## config.mk

```make
export PLATFORM = sky130hd
export DESIGN_NAME = scdt_device_flat
export DESIGN_NICKNAME = d
export VERILOG_FILES = /design/src/scdt_pkg.sv /design/src/scdt_if.sv /design/src/scdt_device.sv /design/src/flat_wrapper.sv
export SDC_FILE = /design/constraint.sdc
export NUM_CORES = 1
export LEC_CHECK = 0
export BUFFER_PORTS_ARGS = -buffer_cell sky130_fd_sc_hd__buf_4
export CELL_PAD_IN_SITES_DETAIL_PLACEMENT = 0
export CELL_PAD_IN_SITES_GLOBAL_PLACEMENT = 1
export CORE_ASPECT_RATIO = 0.7
export CORE_MARGIN = 4
export CORE_UTILIZATION = 35
export CTS_CLUSTER_DIAMETER = 100
export CTS_CLUSTER_SIZE = 24
export DETAILED_ROUTE_END_ITERATION = 8
export HOLD_SLACK_MARGIN = 0.02
export PLACE_DENSITY_LB_ADDON = 0.12
export RECOVER_POWER = 25
export SYNTH_ARGS = -nofsm -noshare
export SYNTH_HDL_FRONTEND = slang
export SYNTH_SLANG_ARGS = --single-unit
export TNS_END_PERCENT = 100
```

## constraint.sdc

```tcl
create_clock -name pclk -period 3.5 [get_ports pclk]
set_input_delay 0.35 -clock pclk [delete_from_list [all_inputs] [get_ports pclk]]
set_output_delay 0.35 -clock pclk [all_outputs]
set_load 0.02 [all_outputs]
```

## src/scdt_pkg.sv

```systemverilog
// Package: shared constants and types for the sample clock delay and timestamp block
`default_nettype none
package scdt_pkg;
  // ***************************************************************
  // Widths and reset values
  // ***************************************************************
  localparam int          SAMPLE_W        = 8;
  localparam int          DELAY_W         = 8;
  localparam int          RAMP_PERIOD     = 256;
  localparam logic [7:0]  RAMP_SLOW_STEP  = 8'h01;
  localparam logic [7:0]  RAMP_FAST_STEP  = 8'h04;
  localparam logic [7:0]  DELAY_RST       = 8'h00;
  localparam int          PIPE_DEPTH      = 3;
  // ***************************************************************
  // Controller register map (APB byte offsets)
  // ***************************************************************
  localparam logic [7:0]  REG_CTRL        = 8'h00;
  localparam logic [7:0]  REG_DELAY       = 8'h04;
  localparam logic [7:0]  REG_STATUS      = 8'h08;
  localparam int          CTRL_TS_EN      = 0;
  localparam int          CTRL_INV        = 1;
  localparam int          CTRL_RAMP_EN    = 2;
  localparam int          CTRL_RAMP_FAST  = 3;
  localparam int          CTRL_DUAL       = 4;
  localparam int          CTRL_DECIM      = 5;
  localparam int          DLY_COARSE_LSB  = 0;
  localparam int          DLY_FINE_LSB    = 8;
  localparam int          STAT_RAMPING    = 0;
  localparam int          STAT_SYSREF     = 1;
  localparam int          STAT_TS_ACTIVE  = 2;
  localparam int          STAT_CUR_LSB    = 8;
endpackage
`default_nettype wire

```

## src/scdt_if.sv

```systemverilog
// Interface: control link between controller and sampling clock block
`default_nettype none
interface scdt_if;
  import scdt_pkg::*;
  logic               ts_enable;
  logic               sample_clock_invert;
  logic [DELAY_W-1:0] aperture_delay_coarse;
  logic [DELAY_W-1:0] aperture_delay_fine;
  logic               aperture_delay_ramp;
  logic               ramp_fast;
  logic               dual_channel;
  logic               coarse_write;
  logic               ramp_busy;
  logic [DELAY_W-1:0] coarse_applied;
  logic               sysref_seen;
  modport device (
    input  ts_enable, sample_clock_invert, aperture_delay_coarse, aperture_delay_fine,
           aperture_delay_ramp, ramp_fast, dual_channel, coarse_write,
    output ramp_busy, coarse_applied, sysref_seen
  );
  modport ctrl (
    output ts_enable, sample_clock_invert, aperture_delay_coarse, aperture_delay_fine,
           aperture_delay_ramp, ramp_fast, dual_channel, coarse_write,
    input  ramp_busy, coarse_applied, sysref_seen
  );
endinterface
`default_nettype wire

```

## src/scdt_device.sv

```systemverilog
// Device end: sample path with timestamp, aperture delay settings and SYSREF capture
//
// What this block does
// - Timestamp only while enable bit set
// - Output is upper seven bits plus trigger
// - Trigger bit shares the sample pipeline latency
// - Trigger sampled alongside analog input
// - Controller avoids timestamp with decimation modes
// - Device clock drives sampling and serializer
// - Dual mode: one sample per clock
// - Single mode: two samples per clock
// - SYSREF single pulse or periodic
// - Periodic SYSREF at multiframe rate division
// - SYSREF captured on the correct edge
// - Inversion adds half clock period delay
// - Coarse and fine have 256 settings
// - Delay controls independent, total is sum
// - Delay shows on coarse_out and fine_out; SYSREF capture unshifted
// - Live delay change; ramp recommended
// - Ramp coarse one or four per 256
`default_nettype none
module scdt_device
  import scdt_pkg::*;
#(
  parameter int PIPE = PIPE_DEPTH
) (
  input  wire logic                pclk,
  input  wire logic                presetn,
  scdt_if.device                   ctl,
  input  wire logic [SAMPLE_W-1:0] conv_rise,
  input  wire logic [SAMPLE_W-1:0] conv_fall,
  input  wire logic                trigger_mark_input,
  input  wire logic                trigger_mark_fall,
  input  wire logic                sysref_in,
  output logic [SAMPLE_W-1:0]      sample_a,
  output logic [SAMPLE_W-1:0]      sample_b,
  output logic                     sample_b_valid,
  output logic                     sysref_capt,
  output logic                     clock_invert_out,
  output logic [DELAY_W-1:0]       coarse_out,
  output logic [DELAY_W-1:0]       fine_out
);
  // ***************************************************************
  // State
  // ***************************************************************
  typedef struct packed {
    logic [PIPE-1:0][SAMPLE_W-1:0] pipe_a;
    logic [PIPE-1:0][SAMPLE_W-1:0] pipe_b;
    logic [PIPE-1:0]               pipe_bv;
    logic [DELAY_W-1:0]            coarse_cur;
    logic [DELAY_W-1:0]            coarse_tgt;
    logic [DELAY_W-1:0]            fine;
    logic                          inv;
    logic [7:0]                    ramp_cnt;
    logic                          sysref_q;
    logic                          sysref_hit;
  } scdt_dev_st_t;

  scdt_dev_st_t st_q, st_d;

  function automatic logic [SAMPLE_W-1:0] stamp(input logic [SAMPLE_W-1:0] s, input logic trig, input logic en);
    stamp = en ? {s[SAMPLE_W-1:1], trig} : s;
  endfunction

  // ***************************************************************
  // Next state
  // ***************************************************************
  always_comb begin
    logic [DELAY_W-1:0] step;
    logic [DELAY_W-1:0] gap;
    step = ctl.ramp_fast ? RAMP_FAST_STEP : RAMP_SLOW_STEP;
    gap  = 8'h00;
    st_d = st_q;
    // Sample and trigger bit enter the same stage, so they stay aligned
    st_d.pipe_a[0]  = stamp(conv_rise, trigger_mark_input, ctl.ts_enable);
    st_d.pipe_b[0]  = stamp(conv_fall, trigger_mark_fall, ctl.ts_enable);
    st_d.pipe_bv[0] = ~ctl.dual_channel;
    for (int i = 1; i < PIPE; i++) begin
      st_d.pipe_a[i]  = st_q.pipe_a[i-1];
      st_d.pipe_b[i]  = st_q.pipe_b[i-1];
      st_d.pipe_bv[i] = st_q.pipe_bv[i-1];
    end
    st_d.inv  = ctl.sample_clock_invert;
    st_d.fine = ctl.aperture_delay_fine;
    if (ctl.coarse_write) begin
      st_d.coarse_tgt = ctl.aperture_delay_coarse;
      st_d.ramp_cnt   = 8'h00;
      if (!ctl.aperture_delay_ramp) begin
        st_d.coarse_cur = ctl.aperture_delay_coarse;
      end
    end else if (st_q.coarse_cur != st_q.coarse_tgt) begin
      st_d.ramp_cnt = st_q.ramp_cnt + 8'h01;
      // Step only once every 256 clocks, limiting clock glitches on the link
      if (st_q.ramp_cnt == 8'(RAMP_PERIOD - 1)) begin
        if (st_q.coarse_tgt > st_q.coarse_cur) begin
          gap = st_q.coarse_tgt - st_q.coarse_cur;
          st_d.coarse_cur = (gap < step) ? st_q.coarse_tgt : st_q.coarse_cur + step;
        end else begin
          gap = st_q.coarse_cur - st_q.coarse_tgt;
          st_d.coarse_cur = (gap < step) ? st_q.coarse_tgt : st_q.coarse_cur - step;
        end
      end
    end
    // Capture is a plain register of sysref_in on pclk, independent of the delay setting
    st_d.sysref_q   = sysref_in;
    st_d.sysref_hit = st_q.sysref_hit | (sysref_in & ~st_q.sysref_q);
  end

  always_ff @(posedge pclk or negedge presetn) begin
    if (!presetn) begin
      st_q <= '0;
    end else begin
      st_q <= st_d;
    end
  end

  // ***************************************************************
  // Outputs
  // ***************************************************************
  assign sample_a           = st_q.pipe_a[PIPE-1];
  assign sample_b           = st_q.pipe_b[PIPE-1];
  assign sample_b_valid     = st_q.pipe_bv[PIPE-1];
  assign sysref_capt        = st_q.sysref_q;
  assign clock_invert_out   = st_q.inv;
  assign coarse_out         = st_q.coarse_cur;
  assign fine_out           = st_q.fine;
  assign ctl.ramp_busy      = st_q.coarse_cur != st_q.coarse_tgt;
  assign ctl.coarse_applied = st_q.coarse_cur;
  assign ctl.sysref_seen    = st_q.sysref_hit;
endmodule
`default_nettype wire

```

## src/flat_wrapper.sv

```systemverilog
// flat-port wrapper written by rule: the top's interface ports become plain ports
module scdt_device_flat import scdt_pkg::*;
#(
  parameter int PIPE = PIPE_DEPTH
)
  (pclk, presetn, conv_rise, conv_fall, trigger_mark_input, trigger_mark_fall, sysref_in, sample_a, sample_b, sample_b_valid, sysref_capt, clock_invert_out, coarse_out, fine_out, ctl_ts_enable, ctl_sample_clock_invert, ctl_aperture_delay_coarse, ctl_aperture_delay_fine, ctl_aperture_delay_ramp, ctl_ramp_fast, ctl_dual_channel, ctl_coarse_write, ctl_ramp_busy, ctl_coarse_applied, ctl_sysref_seen);
  scdt_if ctl_i ();
  input  wire logic pclk;
  input  wire logic presetn;
  input  wire logic [SAMPLE_W-1:0] conv_rise;
  input  wire logic [SAMPLE_W-1:0] conv_fall;
  input  wire logic trigger_mark_input;
  input  wire logic trigger_mark_fall;
  input  wire logic sysref_in;
  output logic [SAMPLE_W-1:0] sample_a;
  output logic [SAMPLE_W-1:0] sample_b;
  output logic sample_b_valid;
  output logic sysref_capt;
  output logic clock_invert_out;
  output logic [DELAY_W-1:0] coarse_out;
  output logic [DELAY_W-1:0] fine_out;
  input wire logic [$bits(ctl_i.ts_enable)-1:0] ctl_ts_enable;
  input wire logic [$bits(ctl_i.sample_clock_invert)-1:0] ctl_sample_clock_invert;
  input wire logic [$bits(ctl_i.aperture_delay_coarse)-1:0] ctl_aperture_delay_coarse;
  input wire logic [$bits(ctl_i.aperture_delay_fine)-1:0] ctl_aperture_delay_fine;
  input wire logic [$bits(ctl_i.aperture_delay_ramp)-1:0] ctl_aperture_delay_ramp;
  input wire logic [$bits(ctl_i.ramp_fast)-1:0] ctl_ramp_fast;
  input wire logic [$bits(ctl_i.dual_channel)-1:0] ctl_dual_channel;
  input wire logic [$bits(ctl_i.coarse_write)-1:0] ctl_coarse_write;
  output wire logic [$bits(ctl_i.ramp_busy)-1:0] ctl_ramp_busy;
  output wire logic [$bits(ctl_i.coarse_applied)-1:0] ctl_coarse_applied;
  output wire logic [$bits(ctl_i.sysref_seen)-1:0] ctl_sysref_seen;
  assign ctl_i.ts_enable = ctl_ts_enable;
  assign ctl_i.sample_clock_invert = ctl_sample_clock_invert;
  assign ctl_i.aperture_delay_coarse = ctl_aperture_delay_coarse;
  assign ctl_i.aperture_delay_fine = ctl_aperture_delay_fine;
  assign ctl_i.aperture_delay_ramp = ctl_aperture_delay_ramp;
  assign ctl_i.ramp_fast = ctl_ramp_fast;
  assign ctl_i.dual_channel = ctl_dual_channel;
  assign ctl_i.coarse_write = ctl_coarse_write;
  assign ctl_ramp_busy = ctl_i.ramp_busy;
  assign ctl_coarse_applied = ctl_i.coarse_applied;
  assign ctl_sysref_seen = ctl_i.sysref_seen;
  scdt_device #(.PIPE(PIPE)) u_core (.pclk(pclk), .presetn(presetn), .ctl(ctl_i), .conv_rise(conv_rise), .conv_fall(conv_fall), .trigger_mark_input(trigger_mark_input), .trigger_mark_fall(trigger_mark_fall), .sysref_in(sysref_in), .sample_a(sample_a), .sample_b(sample_b), .sample_b_valid(sample_b_valid), .sysref_capt(sysref_capt), .clock_invert_out(clock_invert_out), .coarse_out(coarse_out), .fine_out(fine_out));
endmodule
```

==> metrics <==
DR WL/cell=14.9 µm; CTS tree=built; Clock Root Buffer=clkbuf_16; ys flop type=dfrtp_1; asr flop ratio synth=100%; Avg Cell Area, Syn=between 10 and 15 µm²; Cell Area, Synth=4190 µm²; # hold bufs at CTS=0; Ports=88; Hold Slack=a little under 0.1 ns; DRT iter0 DRCs=178; initial antenna violation count=0; Pleak=between 2 and 2.5 nW; Die X=139 µm; clock slew at reported path FFs=roughly 0.070 ns; Synth area leader=dfrtp_1; # diodes=0; number of global-route vias before repair=2839; normalized max-slew margin=47.9%; status=complete, no violations; Synth Instances=387; CP max FO=8; fin. max-slew vios=0; FILL cells=1160; Synth area leaders=dfrtp_1 (51%), buf_4 (7.3%), ha_1 (7.2%); clock sink total=86; total CTS buffers=9; die footprint=13800 µm²; setup ws final=0.384 ns; sequential fraction of the synthesis area=51.3%; routed wire length=~9000 µm; skew final=0.00941 ns; DP Cell Count=approximately 590; clk buf depth=2; startpoint types=register; Synth Net Count=approximately 460; Hold Fails Final Rpt=0; remaining routing DRC violations=0; first-pass GRT wire length=15100 µm; Core Region=11700 µm²; worst endpoint data arrival time=3.35 ns; largest net degree at the start of global routing=67; Fmax=321 MHz; reg2reg start=u_core.coarse_out[0]$_DFFE_PN0P_; Non-Filler Instances=608; cell row count=33; P per Cell Area=between 500 and 600 nW/µm²; Reg area=2150 µm²; via count=2894; GPL Wtd Cong=0.792; hpwl dp=slightly below 7000 µm; Req. time, crit path=3.73 ns; top cell type's share of synthesized area=51.3%; final net count=~500; GRT Total Usage=a little over an eighth; Post-synth EDFFs=0; Area Overhead vs Synth=21.6%; RSZ-0062 raised after global routing=no; fraction of layout cells with a size suffix above 1=about 29%; area of the multi-input gates=1580 µm²; Post-CTS Setup Inserts=0; Yosys reg bits=between 80 and 90; Post-synth top cells=dfrtp_1 (86), buf_4 (41), o21ai_0 (30); routed vias/inst=roughly 4.8; total grt overflow=0; IO buf count=87; most frequent cell after synthesis=dfrtp_1; Setup crit start=u_core.coarse_out[0]$_DFFE_PN0P_; min Tclk post-route=3.12 ns; max-cap violations=0; Peak VDD IR=approximately 0.24 mV; Setup WS pre-CTS=0.413 ns; total number of H-tree levels=3; worst skew pair latency=0.33 ns; TritonRoute pass-1 iters=4; Fin Setup TNS=0 ns; period utilisation layout=89.0%; Hold Path Class=in -> async; height of the chip=~100 µm; CTS resizes=0; WS Path Type=reg -> reg; Starting Density=35.7%; utilization after layout=43.5%; Yosys warnings=0; worst-margin pin slew=approximately 0.8 ns; Final setup viols=0; Routed Antenna Nets=0; Unique masters post-synth=55; Crit. End Element=register
cells by family (layout without fill, tap and decap cells):
kind of cell | count (synthesis) | in the layout | synth area share [%]
compound gates | 86 | 86 | 13.1
fa+ha+maj | 26 | 26 | 8.12
mux | 6 | 6 | 1.91
xor+xnor | 12 | 12 | 2.51
flops | 86 | 86 | 51.3
buf+inv | 80 | 144 | 11.1
simple gates | 91 | 91 | 12.0
stage by stage:
step | power (W) | cell area (µm²)
after CTS | 0.00282 | 5100
after floorplan | 0.00162 | 4190
after detailed placement | 0.00181 | 4780
final | 0.00277 | 5100
after global placement | 0.00181 | 4780
after global routing | 0.00294 | 5100
registers in the layout (all words and copies together), names as in the netlist:
register	cells
u_core.st_d	34
u_core.st_q	16
u_core.coarse_out	8
u_core.fine_out	8
u_core.sample_a	8
u_core.sample_b	8
u_core.clock_invert_out	1
u_core.ctl.sysref_seen	1
u_core.sample_b_valid	1
u_core.sysref_capt	1
critical path: stages (launching register included):
cell	delay (ns)
dfrtp_1	0.44
inv_1	0.09
ha_1	0.24
fa_1	0.46
xnor2_1	0.16
ha_1	0.28
a211oi_1	0.23
o21ai_0	0.12
nor3_1	0.22
nand3_1	0.11
mux2_4	0.35
mux2i_1	0.14
a21o_1	0.17
metal layers:
| metal | GRT usage [%] | up-vias | part of all wire [%] |
|---|---|---|---|
| met2 | 18.7 | 87 | 41 |
| met1 | 21.2 | 1394 | 53 |
| li1 | - | 1406 | - |
| met4 | 3.16 | 0 | 0.79 |
| met5 | 0 | - | 0 |
| met3 | 3.56 | 7 | 5.8 |
cell type report:
class,count,area share (%)
sequential,86,42.2
tap,157,3.85
clock buffer,9,4.42
timing repair buffer,100,14.7
multi-input combinational,221,30.9
clock inverter,7,1.79
inverter,28,2.06
report_power, final:
part	total (W)	switching [W]	leakage, nW	internal, W
Combinational	0.000706	0.000404	1.21	0.000303
Sequential	0.00109	0.0000310	1.02	0.00105
Clock	0.000981	0.000411	0.151	0.000570
Total	0.00277	0.000845	2.38	0.00193
layout by cell type (no fill, tap or decap), types with 3 or more instances in the layout:
cell type,synthesis,layout
a21o_1,5,5
a21oi_1,14,14
a22oi_1,4,4
a31oi_1,7,7
a32oi_1,6,6
buf_4,41,75
clkbuf_16,0,9
clkbuf_4,0,25
dfrtp_1,86,86
ha_1,24,24
inv_1,28,28
nand2_1,28,28
nand2b_1,3,3
nand3_1,8,8
nand3b_1,4,4
nand4_1,4,4
nor2_1,17,17
nor3_1,5,5
o21ai_0,30,30
o21ai_1,6,6
or2b_1,3,3
xnor2_1,8,8
xor2_1,4,4
path summary, 6_finish.rpt:
kind | end | cells after the start | slack, ns
min reg2reg | u_core.st_d[61]$_DFF_PN0_ | 0 | 0.34
max reg2reg | u_core.coarse_out[0]$_DFFE_PN0P_ | 12 | 0.38
min | u_core.st_d[55]$_DFF_PN0_ | 1 | 0.1
max | u_core.coarse_out[0]$_DFFE_PN0P_ | 12 | 0.38
max in group asynchronous | u_core.st_q[9]$_DFFE_PN0P_ | 2 | 2.58
min in group pclk | u_core.fine_out[7]$_DFF_PN0_ | 1 | 0.14
Note: power is estimated with default switching activity, not from simulation.
